## config.mk

```make
export PLATFORM = sky130hd
export DESIGN_NAME = bhc_top
export DESIGN_NICKNAME = d
export VERILOG_FILES = /design/src/rtl/bhc_pkg.sv /design/src/rtl/bhc_nint_if.sv /design/src/rtl/bhc_nint.sv /design/src/rtl/bhc_top.sv
export SDC_FILE = /design/constraint.sdc
export NUM_CORES = 1
export LEC_CHECK = 0
export ABC_AREA = 1
export ABC_CLOCK_PERIOD_IN_PS = 14680
export BUFFER_PORTS_ARGS = -buffer_cell sky130_fd_sc_hd__buf_2
export CELL_PAD_IN_SITES_DETAIL_PLACEMENT = 0
export CELL_PAD_IN_SITES_GLOBAL_PLACEMENT = 2
export CORE_MARGIN = 2
export CORE_UTILIZATION = 35
export DETAILED_ROUTE_END_ITERATION = 10
export GPL_TIMING_DRIVEN = 0
export PLACE_DENSITY = 0.89
export SYNTH_ARGS = -nofsm -noshare
export SYNTH_HDL_FRONTEND = slang
export SYNTH_SLANG_ARGS = --single-unit
```

## constraint.sdc

```tcl
create_clock -name REF_CLK -period 14.68 [get_ports REF_CLK]
set_input_delay 0 -clock REF_CLK [delete_from_list [all_inputs] [get_ports REF_CLK]]
set_output_delay 0 -clock REF_CLK [all_outputs]
set_load 0.005 [all_outputs]
```

## src/rtl/bhc_pkg.sv

```systemverilog
package bhc_pkg;

  // setup byte addresses on the host serial link
  localparam logic [7:0] ADDR_CTRL  = 8'hf4;
  localparam logic [7:0] ADDR_IDLE0 = 8'hf5;
  localparam logic [7:0] ADDR_IDLE1 = 8'hf6;
  localparam logic [7:0] ADDR_IDLE2 = 8'hf7;

  // values after reset: hop mode 3, all other control fields 0
  localparam logic [7:0] RST_CTRL  = 8'hc0;
  localparam logic [7:0] RST_IDLE0 = 8'h01;
  localparam logic [7:0] RST_IDLE1 = 8'h06;
  localparam logic [7:0] RST_IDLE2 = 8'h3f;
  localparam logic [8:0] RST_SWEEP = 9'h001;

  // field positions in the control byte
  localparam int DWELL_LSB   = 0;
  localparam int RESTART_BIT = 3;
  localparam int MULT_LSB    = 4;
  localparam int HOP_LSB     = 6;

  // charge-capture duration, least times rounded up to whole cycles
  localparam int CLK_PERIOD_NS = 40;
  localparam int DWELL_MIN_NS  = 125;
  localparam int DWELL_MAX_NS  = 4500;
  localparam int DWELL_MIN_CYC =
    (DWELL_MIN_NS + CLK_PERIOD_NS - 1) / CLK_PERIOD_NS;
  localparam int DWELL_MAX_CYC =
    (DWELL_MAX_NS + CLK_PERIOD_NS - 1) / CLK_PERIOD_NS;
  localparam int DWELL_STEPS   = 7;

  // burst and scan shape
  localparam logic [3:0] LAST_PULSE = 4'hf;    // 16 pulses per burst
  localparam logic [4:0] LAST_KEY   = 5'h17;   // 24 keys per scan
  localparam logic [8:0] IDLE_ZERO  = 9'h100;  // stored 0 means 256

  typedef enum logic [1:0] {
    HOP_FIXED, HOP_RECAL, HOP_ADJUST, HOP_SWEEP
  } bhc_hop_t;

  typedef enum logic [1:0] {
    ST_IDLE, ST_CHARGE, ST_GAP, ST_HOLD
  } bhc_state_t;

  // linear spread between the shortest and longest dwell
  function automatic logic [6:0] dwell_cycles(input logic [2:0] code);
    int c;
    c = DWELL_MIN_CYC
      + ((DWELL_MAX_CYC - DWELL_MIN_CYC) * int'(code)) / DWELL_STEPS;
    return c[6:0];
  endfunction

  function automatic logic [8:0] idle_cycles(input logic [7:0] v);
    return (v == 8'h00) ? IDLE_ZERO : {1'b0, v};
  endfunction

endpackage

```

## src/rtl/bhc_nint_if.sv

```systemverilog
`timescale 1ns/100ps
interface bhc_nint_if;
  logic       inc;
  logic       clr;
  logic [3:0] limit;
  logic       reached;

  modport ctl (output inc, output clr, output limit, input reached);
  modport cnt (input inc, input clr, input limit, output reached);
endinterface

```

## src/rtl/bhc_nint.sv

```systemverilog
`timescale 1ns/100ps
module bhc_nint (
  input wire logic clk,
  input wire logic rst_n,
  bhc_nint_if.cnt  port
);

  typedef struct packed {
    logic [3:0] count;
  } bhc_nint_t;

  bhc_nint_t cur_ff;
  bhc_nint_t nxt_cur;

  // an increment in the clearing cycle is kept, not lost
  always_comb begin
    nxt_cur = cur_ff;
    if (port.clr) begin
      nxt_cur.count = port.inc ? 4'h1 : 4'h0;
    end else if (port.inc && cur_ff.count != 4'hf) begin
      nxt_cur.count = cur_ff.count + 4'h1;  // saturates, never wraps
    end
  end

  always_ff @(posedge clk or negedge rst_n) begin
    if (!rst_n) begin
      cur_ff <= '0;
    end else begin
      cur_ff <= nxt_cur;
    end
  end

  assign port.reached = (cur_ff.count >= port.limit);

endmodule

```

## src/rtl/bhc_top.sv

```systemverilog
`timescale 1ns/100ps
module bhc_top (
  input  wire logic        REF_CLK,
  input  wire logic        RST_N,
  input  wire logic        SETUP_WR,
  input  wire logic        SETUP_RD,
  input  wire logic [7:0]  SETUP_ADDR,
  input  wire logic [7:0]  SETUP_WDATA,
  output logic      [7:0]  SETUP_RDATA,
  input  wire logic        HOST_BUSY,
  input  wire logic        CAL_BUSY,
  input  wire logic        DELTA_VALID,
  input  wire logic [11:0] DELTA,
  input  wire logic [7:0]  NOISE_THRESHOLD,
  input  wire logic [3:0]  NOISE_LIMIT,
  input  wire logic [7:0]  KEY_THRESHOLD,
  output logic      [10:0] OP_THRESHOLD,
  output logic             ACQ_DRIVE,
  output logic             BURST_ACTIVE,
  output logic             BURST_DONE,
  output logic             BURST_NOISY,
  output logic             BURST_RESTART,
  output logic      [4:0]  KEY_INDEX,
  output logic             SCAN_DONE,
  output logic      [1:0]  FREQ_SELECT,
  output logic      [8:0]  IDLE_CYCLES,
  output logic             RECAL_ALL,
  output logic             REF_ADJUST
);

  typedef struct packed {
    bhc_pkg::bhc_state_t st;
    logic [7:0]          ctrl;
    logic [7:0]          idle0;
    logic [7:0]          idle1;
    logic [7:0]          idle2;
    logic [7:0]          rdata;
    bhc_pkg::bhc_hop_t   act_hop;
    logic                act_restart;
    logic [1:0]          act_mult;
    logic [6:0]          act_dwell;
    logic [8:0]          act_idle;
    logic [8:0]          cnt;
    logic [3:0]          pulse;
    logic [4:0]          key;
    logic [1:0]          fsel;
    logic [8:0]          sweep;
    logic                drive;
    logic                active;
    logic                done;
    logic                noisy;
    logic                restart;
    logic                scan_done;
    logic                recal;
    logic                adjust;
    logic                pos_inc;
    logic                neg_inc;
    logic                nclr;
    logic [10:0]         opthr;
  } bhc_top_t;

  bhc_top_t cur_ff;
  bhc_top_t nxt_cur;

  bhc_nint_if pos_if ();
  bhc_nint_if neg_if ();

  // one saturating integrator per delta polarity
  bhc_nint u_pos (
    .clk   (REF_CLK),
    .rst_n (RST_N),
    .port  (pos_if)
  );

  bhc_nint u_neg (
    .clk   (REF_CLK),
    .rst_n (RST_N),
    .port  (neg_if)
  );

  // both integrators share the scan-end clear and the limit
  assign pos_if.inc   = cur_ff.pos_inc;
  assign neg_if.inc   = cur_ff.neg_inc;
  assign pos_if.clr   = cur_ff.nclr;
  assign neg_if.clr   = cur_ff.nclr;
  assign pos_if.limit = NOISE_LIMIT;
  assign neg_if.limit = NOISE_LIMIT;

  // control fields as software last wrote them
  logic [1:0]  set_hop;
  logic        set_restart;
  logic [1:0]  set_mult;
  logic [2:0]  set_dwell;
  logic [11:0] delta_mag;
  logic        delta_neg;
  logic        noisy_delta;
  logic        hop_ok;
  logic        last_pulse;
  logic        last_key;
  logic [8:0]  idle1_cyc;
  logic [8:0]  idle0_cyc;

  assign set_hop     = cur_ff.ctrl[bhc_pkg::HOP_LSB +: 2];
  assign set_restart = cur_ff.ctrl[bhc_pkg::RESTART_BIT];
  assign set_mult    = cur_ff.ctrl[bhc_pkg::MULT_LSB +: 2];
  assign set_dwell   = cur_ff.ctrl[bhc_pkg::DWELL_LSB +: 3];
  // a stored 0 stands for the longest gap, 256 cycles
  assign idle0_cyc   = bhc_pkg::idle_cycles(cur_ff.idle0);
  assign idle1_cyc   = bhc_pkg::idle_cycles(cur_ff.idle1);

  // delta magnitude against the noise threshold, either polarity
  assign delta_neg   = DELTA[11];
  assign delta_mag   = delta_neg ? (12'h000 - DELTA) : DELTA;
  assign noisy_delta = DELTA_VALID
                     && (delta_mag >= {4'h0, NOISE_THRESHOLD});

  // a hop needs both integrators at the limit and no calibration;
  // a blocked hop still clears the counters, so noise must persist
  assign hop_ok = pos_if.reached && neg_if.reached && !CAL_BUSY;

  // burst and scan end markers
  assign last_pulse = (cur_ff.pulse == bhc_pkg::LAST_PULSE);
  assign last_key   = (cur_ff.key == bhc_pkg::LAST_KEY);

  // idle count for the burst about to start;
  // mode 3 ignores the index and the tertiary setting
  function automatic logic [8:0] pick_idle(
    input bhc_pkg::bhc_hop_t hop,
    input logic [1:0]        fsel,
    input logic [8:0]        sweep,
    input logic [7:0]        i0,
    input logic [7:0]        i1,
    input logic [7:0]        i2
  );
    logic [8:0] r;
    r = bhc_pkg::idle_cycles(i0);
    case (hop)
      bhc_pkg::HOP_RECAL,
      bhc_pkg::HOP_ADJUST: begin
        case (fsel)
          2'h1:    r = bhc_pkg::idle_cycles(i1);
          2'h2:    r = bhc_pkg::idle_cycles(i2);
          default: r = bhc_pkg::idle_cycles(i0);
        endcase
      end
      bhc_pkg::HOP_SWEEP: r = sweep;
      default:            r = bhc_pkg::idle_cycles(i0);
    endcase
    return r;
  endfunction

  // next state: setup access, noise counting, burst sequencing
  always_comb begin
    nxt_cur = cur_ff;
    nxt_cur.done      = 1'b0;
    nxt_cur.restart   = 1'b0;
    nxt_cur.scan_done = 1'b0;
    nxt_cur.recal     = 1'b0;
    nxt_cur.adjust    = 1'b0;
    nxt_cur.nclr      = 1'b0;

    // setup writes; unmapped addresses are ignored
    if (SETUP_WR) begin
      case (SETUP_ADDR)
        bhc_pkg::ADDR_CTRL:  nxt_cur.ctrl  = SETUP_WDATA;
        bhc_pkg::ADDR_IDLE0: nxt_cur.idle0 = SETUP_WDATA;
        bhc_pkg::ADDR_IDLE1: nxt_cur.idle1 = SETUP_WDATA;
        bhc_pkg::ADDR_IDLE2: nxt_cur.idle2 = SETUP_WDATA;
        default: ;
      endcase
    end

    // read data, registered; unmapped addresses read zero
    if (SETUP_RD) begin
      case (SETUP_ADDR)
        bhc_pkg::ADDR_CTRL:  nxt_cur.rdata = cur_ff.ctrl;
        bhc_pkg::ADDR_IDLE0: nxt_cur.rdata = cur_ff.idle0;
        bhc_pkg::ADDR_IDLE1: nxt_cur.rdata = cur_ff.idle1;
        bhc_pkg::ADDR_IDLE2: nxt_cur.rdata = cur_ff.idle2;
        default:             nxt_cur.rdata = 8'h00;
      endcase
    end

    // noise counting only in hop modes 1 and 2, in every state, burst or not
    nxt_cur.pos_inc = 1'b0;
    nxt_cur.neg_inc = 1'b0;
    if ((cur_ff.act_hop == bhc_pkg::HOP_RECAL
         || cur_ff.act_hop == bhc_pkg::HOP_ADJUST) && noisy_delta) begin
      nxt_cur.pos_inc = !delta_neg;
      nxt_cur.neg_inc = delta_neg;
    end

    // operating threshold follows the multiplier of the running burst
    nxt_cur.opthr = 11'({3'h0, KEY_THRESHOLD} << cur_ff.act_mult);

    case (cur_ff.st)
      bhc_pkg::ST_IDLE: begin
        // host traffic has priority, so a burst never starts under it
        if (!HOST_BUSY) begin
          nxt_cur.act_hop   = bhc_pkg::bhc_hop_t'(set_hop);
          // latched here so a write never bends a running burst
          nxt_cur.act_restart = set_restart;
          nxt_cur.act_mult  = set_mult;
          nxt_cur.act_dwell = bhc_pkg::dwell_cycles(set_dwell);
          nxt_cur.act_idle  = pick_idle(
            bhc_pkg::bhc_hop_t'(set_hop), cur_ff.fsel, cur_ff.sweep,
            cur_ff.idle0, cur_ff.idle1, cur_ff.idle2);
          nxt_cur.pulse  = 4'h0;
          nxt_cur.noisy  = 1'b0;
          nxt_cur.cnt    = {2'b00, nxt_cur.act_dwell} - 9'h001;
          nxt_cur.active = 1'b1;
          nxt_cur.st     = bhc_pkg::ST_CHARGE;
        end
      end

      bhc_pkg::ST_CHARGE,
      bhc_pkg::ST_GAP: begin
        // host traffic either aborts the burst or freezes its timing
        if (HOST_BUSY && cur_ff.act_restart) begin
          nxt_cur.st = bhc_pkg::ST_HOLD;
        end else if (HOST_BUSY) begin
          nxt_cur.noisy = 1'b1;
        end else if (cur_ff.cnt != 9'h000) begin
          nxt_cur.cnt = cur_ff.cnt - 9'h001;
        end else if (cur_ff.st == bhc_pkg::ST_CHARGE) begin
          nxt_cur.cnt = cur_ff.act_idle - 9'h001;
          nxt_cur.st  = bhc_pkg::ST_GAP;
        end else if (!last_pulse) begin
          nxt_cur.pulse = cur_ff.pulse + 4'h1;
          nxt_cur.cnt   = {2'b00, cur_ff.act_dwell} - 9'h001;
          nxt_cur.st    = bhc_pkg::ST_CHARGE;
        end else begin
          // burst complete; key result goes out with its noise flag
          nxt_cur.done   = 1'b1;
          nxt_cur.active = 1'b0;
          nxt_cur.st     = bhc_pkg::ST_IDLE;
          nxt_cur.key    = last_key ? 5'h00 : cur_ff.key + 5'h01;
          if (last_key) begin
            nxt_cur.scan_done = 1'b1;
            nxt_cur.nclr      = 1'b1;
            case (cur_ff.act_hop)
              bhc_pkg::HOP_RECAL,
              bhc_pkg::HOP_ADJUST: begin
                if (hop_ok) begin
                  nxt_cur.fsel = (cur_ff.fsel == 2'h2) ? 2'h0
                               : cur_ff.fsel + 2'h1;
                  nxt_cur.recal  =
                    (cur_ff.act_hop == bhc_pkg::HOP_RECAL);
                  nxt_cur.adjust =
                    (cur_ff.act_hop == bhc_pkg::HOP_ADJUST);
                end
              end
              bhc_pkg::HOP_SWEEP: begin
                // step one cycle per scan, wrap back to the primary;
                // no reference action at all in this mode
                if (cur_ff.sweep >= idle1_cyc
                    || cur_ff.sweep < idle0_cyc) begin
                  nxt_cur.sweep = idle0_cyc;
                end else begin
                  nxt_cur.sweep = cur_ff.sweep + 9'h001;
                end
              end
              // index left alone, mode 0 reads only the primary
              default: nxt_cur.fsel = cur_ff.fsel;
            endcase
          end
        end
      end

      bhc_pkg::ST_HOLD: begin
        // aborted burst reruns from its first pulse, same settings;
        // the restart pulse tells the consumer to drop partial data
        if (!HOST_BUSY) begin
          nxt_cur.restart = 1'b1;
          nxt_cur.pulse   = 4'h0;
          nxt_cur.cnt     = {2'b00, cur_ff.act_dwell} - 9'h001;
          nxt_cur.st      = bhc_pkg::ST_CHARGE;
        end
      end

      default: nxt_cur.st = bhc_pkg::ST_IDLE;
    endcase

    // drive is off while the host holds the device
    nxt_cur.drive = (nxt_cur.st == bhc_pkg::ST_CHARGE) && !HOST_BUSY;
  end

  // one register for the whole state
  always_ff @(posedge REF_CLK or negedge RST_N) begin
    if (!RST_N) begin
      // sweep starts at the primary reset value, index at 0
      cur_ff           <= '0;
      cur_ff.st        <= bhc_pkg::ST_IDLE;
      cur_ff.ctrl      <= bhc_pkg::RST_CTRL;
      cur_ff.idle0     <= bhc_pkg::RST_IDLE0;
      cur_ff.idle1     <= bhc_pkg::RST_IDLE1;
      cur_ff.idle2     <= bhc_pkg::RST_IDLE2;
      cur_ff.act_hop   <= bhc_pkg::HOP_SWEEP;
      cur_ff.sweep     <= bhc_pkg::RST_SWEEP;
      cur_ff.act_idle  <= bhc_pkg::RST_SWEEP;
    end else begin
      cur_ff <= nxt_cur;
    end
  end

  // every output straight from the state register
  assign SETUP_RDATA   = cur_ff.rdata;
  assign OP_THRESHOLD  = cur_ff.opthr;
  assign ACQ_DRIVE     = cur_ff.drive;
  assign BURST_ACTIVE  = cur_ff.active;
  assign BURST_DONE    = cur_ff.done;
  assign BURST_NOISY   = cur_ff.noisy;
  assign BURST_RESTART = cur_ff.restart;
  assign KEY_INDEX     = cur_ff.key;
  assign SCAN_DONE     = cur_ff.scan_done;
  assign FREQ_SELECT   = cur_ff.fsel;
  assign IDLE_CYCLES   = cur_ff.act_idle;
  assign RECAL_ALL     = cur_ff.recal;
  assign REF_ADJUST    = cur_ff.adjust;

endmodule

```

### Word-level counts from Yosys, hierarchy flattened

Cells that the tools add are included.

* register bits: 122
* bits of input ports: 55
* output and inout port bits: 43
* logic and storage cells: 189

* $add $sub $neg: 12
* multipliers: 1
* div/mod/pow operators: 1
* $lt $le $gt $ge: 5
* equal/unequal tests: 30
* shift operators: 1
* muxes and demuxes: 68
* bitwise operators: 4
* reductions and logical operators: 37

Operators by type and width (count)
* 9-bit two-way mux: 7
* 29-bit two-way mux: 2
* 20-bit two-way mux: 2
* 13-bit two-way mux: 3
* 13-bit one-hot mux with 3 select lines: 1
* 9-bit one-hot mux with 2 select lines: 2
* 32-bit by 4-bit divider with 32-bit output (second input constant): 1
* 8-bit == test (second input constant): 4
* 8-bit one-hot mux with 4 select lines: 1
* 2-bit two-way mux: 15
* 8-bit zero test: 3
* 3-bit two-way mux: 8
* 2-bit != test (second input constant): 9
* 9-bit by 1-bit subtractor with 9-bit output (second input constant): 2
* 1-bit two-way mux: 16
* 16-bit two-way mux: 1
* 4-bit two-way mux: 4
* 7-bit by 1-bit subtractor with 8-bit output (second input constant): 2
* 2-bit == test (second input constant): 7
* 7-bit AND reduction: 2
* 4-bit by 1-bit adder with 4-bit output (second input constant): 3
* 12-bit by 8-bit greater-or-equal comparator with 1-bit output: 1
* 12-bit two-way mux: 1
* 4-bit != test (second input constant): 3
* 31 further kinds: 59

### Depth between registers and ports, before layout

* word-level depth: 13
* depth in mapped cells: 52

### By module

Synthesis repeated with hierarchy kept, for this count alone.

* cell total of the unflattened synthesis: 1318
* area, all modules: 9731.8 µm²

By module, submodules not included
* bhc_top: times used 1, cells an instance 1234, area an instance 9078.7 µm², seq. area each 2846.5 µm²
* bhc_nint: times used 2, cells an instance 42, area an instance 326.6 µm², seq. area each 100.1 µm²

### Least setup slack after synthesis

OpenSTA, ideal clock, no wires.

* path kind: reg2reg
* start: register cur_ff[105] (netlist bit)
* end: register cur_ff[48] (netlist bit)
* data arrival time: 5.896 ns
* path slack: 8.707 ns
* cell stages (with the launch flop): 48
* path buffers: 1
* clock period less this slack: 5.973 ns
* path through: dfrtp_1 > inv_1 > ha_1 > ha_1 > inv_1 > fa_1 > inv_1 > nand4_1 > nand2_1 > nand2_2 > a21oi_2 > ha_1 > inv_1 > nand3_1 > nand2_1 > nand3_4 > nand2_4 > nand2_4 > [... 12 more ...] > nand3_2 > nor2_4 > nand3_4 > nand2_2 > nand2_2 > nor2_2 > nand2_2 > nor2_4 > nand3_4 > nand2_1 > inv_2 > nor2_2 > a31oi_2 > ha_1 > nand3_1 > xor2_1 > nand2_1 > a21oi_1

* cells in the longest elaborated chain, start to end: 6

RTL lines
* from (decl): RTL line bhc_top.sv:62 `bhc_top_t cur_ff;`
* from (signal assigned): RTL line bhc_top.sv:302 `cur_ff <= nxt_cur;`
* 7-bit by 3-bit multiplier with 10-bit output: RTL line bhc_pkg.sv:49 `+ ((DWELL_MAX_CYC - DWELL_MIN_CYC) * int'(code)) / DWELL_STEPS;`
* 32-bit by 4-bit divider with 32-bit output: RTL line bhc_pkg.sv:49
* 4-bit by 7-bit adder with 7-bit output: RTL line bhc_pkg.sv:49
* 7-bit by 1-bit subtractor with 8-bit output: RTL line bhc_top.sv:210 `nxt_cur.cnt = {2'b00, nxt_cur.act_dwell} - 9'h001;`
* 13-bit two-way mux: RTL line bhc_top.sv:199 `if (!HOST_BUSY) begin`
* 13-bit one-hot mux with 3 select lines: RTL line bhc_top.sv:196 `case (cur_ff.st)`

Every way passes these cells. The select of a mux whose other input is x is not followed.
A chain may end at the register's enable or synchronous reset.

### Final worst setup path

* start: register cur_ff[105] (netlist bit)
* end: register cur_ff[46] (netlist bit)

The elaborated chain is that of the path after synthesis.

==> out/summary.txt <==
DR vias/cell: 4.94
Clock Skews: 0.0113 ns
register area share after synthesis: 31.2%
Initial Util: 35.4%
Tot Pwr: 2.20 mW
HP Class: input port to register
synthesis-to-layout area growth: 18.4%
fin cells: 1,865
Fmax achieved: 136 MHz
VDD IR max: 0.0854 mV
largest net degree at the start of global routing: 78
vias: 9,216
CTS tree: yes
most frequent cells in the layout: nand2_1 (276), inv_1 (191), o21ai_0 (118)
asr flop ratio synth: 100%
Std-Cell Rows: 61
clock buffer depth: 2
ANT nets after route: 0
critical path startpoint category: register
Post-synth EDFFs: 0
Total GRT Usage: 20.1%
initial antenna violation count: 1
# IOs: 98
flops & latches, synth: 121
GR Overflow Total: 0
Post-DP HPWL: 22,400 µm
WL final: 28,300 µm
global-route wire length before repair: 46,400 µm
clock buffers created by TritonCTS: 17
Synthesis Warnings: 0
DR pass1 iterations: 6
CP max-delay cell: dfrtp_1
die area: 0.0293 mm²
violation count after the first detailed-route iteration: 619
placed cells: 1,808
layout cells sized above 1: 17.2%
Cell Pwr Density: 190 mW/mm²
final hold vios: 0
Worst EP required: 15.03 ns
filler cell count: 2,943
outcome: finished, final reports clean
Max FO, Critical Path: 10
Skew-Pair Late Insertion Delay: 0.43 ns
period utilization: 49.9%
Reg clk slew, reported paths: 0.06 ns
Synth Instances: 1,333
Setup Viol. Count Final: 0
die height: 171 µm
core area: 0.0276 mm²
clk sinks: 121
critical path class: register to register
GPL Wtd Cong: 0.835
pins over their slew limit: 0
leakage power total: 5.78 nW
Distinct cells, synth: 55
Die W: 171 µm
# port buffers: 96
CTS H-tree depth: 4
nature of the critical path endpoint: register
RSZ-0062 raised after global routing: no
Avg WL per Cell: 15.2 µm
Post-CTS Setup Repair Bufs: 0
Max-cap violations: 0
vias in the first global route: 8,944
most common cell after layout, fill and taps aside: nand2_1
Mean Syn Cell Area: 7.33 µm²
Synthesized Nets: 1,462
Post-synth top flop: dfrtp_1
Tmin final: 7.33 ns
nets: 1,602
arrival time at the worst endpoint: 7.69 ns
Cell Area, Synth: 0.00978 mm²
DRC violations left: 0
Worst Tran Pin Value: 0.979 ns
Setup TNS: 0 ns
headroom to the max-slew limit: 34.2%
Clock Tree Root: clkbuf_16
critical path's largest stage delay: 0.56 ns
worst max-delay path: cells and delay by family (launching register included):
kind | cells | cell delay (ns)
and+or+nand+nor | 26 | 3.24
adders and majority gates | 5 | 1.58
AOI/OAI and AO/OA | 6 | 1.06
buffers and inverters | 6 | 0.80
DFF | 1 | 0.56
cell usage after synthesis (17+ instances only):
cell type	count	area share, %
o21ai_0	118	6.0
nand4_1	30	1.9
dfrtp_1	106	27
ha_1	73	9.3
o22ai_1	17	1.1
nand2_1	276	11
inv_1	191	7.3
xor2_1	23	2.1
a21oi_1	67	3.4
nor3_1	20	1.0
clkbuf_1	22	0.84
nor2_1	92	3.5
nand3_1	71	3.6
buf_4	36	2.8
worst paths after layout:
kind,start,endpoint,slack [ns],cells after the start
setup reg to reg,cur_ff[105],cur_ff[46],7.35,43
setup / recovery,cur_ff[105],cur_ff[46],7.35,43
max in group asynchronous,RST_N,cur_ff[110],13.84,3
hold reg to reg,cur_ff[69],BURST_NOISY,0.46,1
hold / removal,KEY_THRESHOLD[3],OP_THRESHOLD[3],0.04,5
min in group asynchronous,RST_N,cur_ff[39],0.06,2
state kept, by name (all words and copies together) (netlist names), 2 cells and up:
name,cells
SETUP_RDATA,8
cur_ff,68
IDLE_CYCLES,9
u_pos.cur_ff,4
KEY_INDEX,5
OP_THRESHOLD,11
u_neg.cur_ff,4
FREQ_SELECT,2
what timing repair did:
item / in CTS / in global routing
gates resized for setup: 0 / 0
hold buffers: 24 / 0
endpoints found under the hold margin: 157 / 0
per-stage QoR:
stage | util, % | hold slack (ns) | setup slack (ns) | cell area [µm²]
floorplan | - | -0.296 | 8.71 | 9780
global placement | 38.8 | 0.255 | 7.35 | 10700
detailed placement | 39.0 | -0.0367 | 7.33 | 10800
CTS | 41.9 | 0.0231 | 7.30 | 11600
global route | 41.9 | 0.0795 | 6.47 | 11600
finish | 41.9 | 0.0421 | 7.35 | 11600
cell type report:
type / count / area (µm²) / area share, %
clock buffers: 18 / 439 / 3.80
repair buffers: 121 / 754 / 6.52
plain buffers: 61 / 379 / 3.28
well taps: 378 / 473 / 4.09
diodes: 1 / 2.50 / 0.0216
inverters: 204 / 768 / 6.64
clock inverters: 14 / 113 / 0.973
multi-input cells: 947 / 5590 / 48.4
flip-flops and latches: 121 / 3050 / 26.3
layer usage:
layer  global-route usage, %  up-vias  share of wire (%)
met5                       0        -                  0
met4                    4.83        0                1.6
met3                    2.57       28                4.1
met2                    32.2      222                 45
met1                    28.7     4276                 49
li1                        -     4690                  -
kinds of logic (layout without fill, tap and decap cells):
logic type      after synthesis  count (layout)  share of synthesized area [%]
compound gates              269             269                           16.0
xor+xnor                     35              35                           3.14
fa+ha+maj                    74              74                           9.55
other cells                   0               1                              0
simple gates                561             561                           27.6
buf+inv                     265             418                           11.7
flops                       121             121                           31.2
mux                           8               8                          0.819
power breakdown:
group / switching, mW / leakage, nW / internal (mW) / total, mW
logic: 0.846 / 4.02 / 0.471 / 1.32
clock network: 0.172 / 0.262 / 0.223 / 0.395
registers: 0.0749 / 1.50 / 0.416 / 0.491
total: 1.09 / 5.78 / 1.11 / 2.20
No activity file was read; power rests on OpenSTA's default activity.
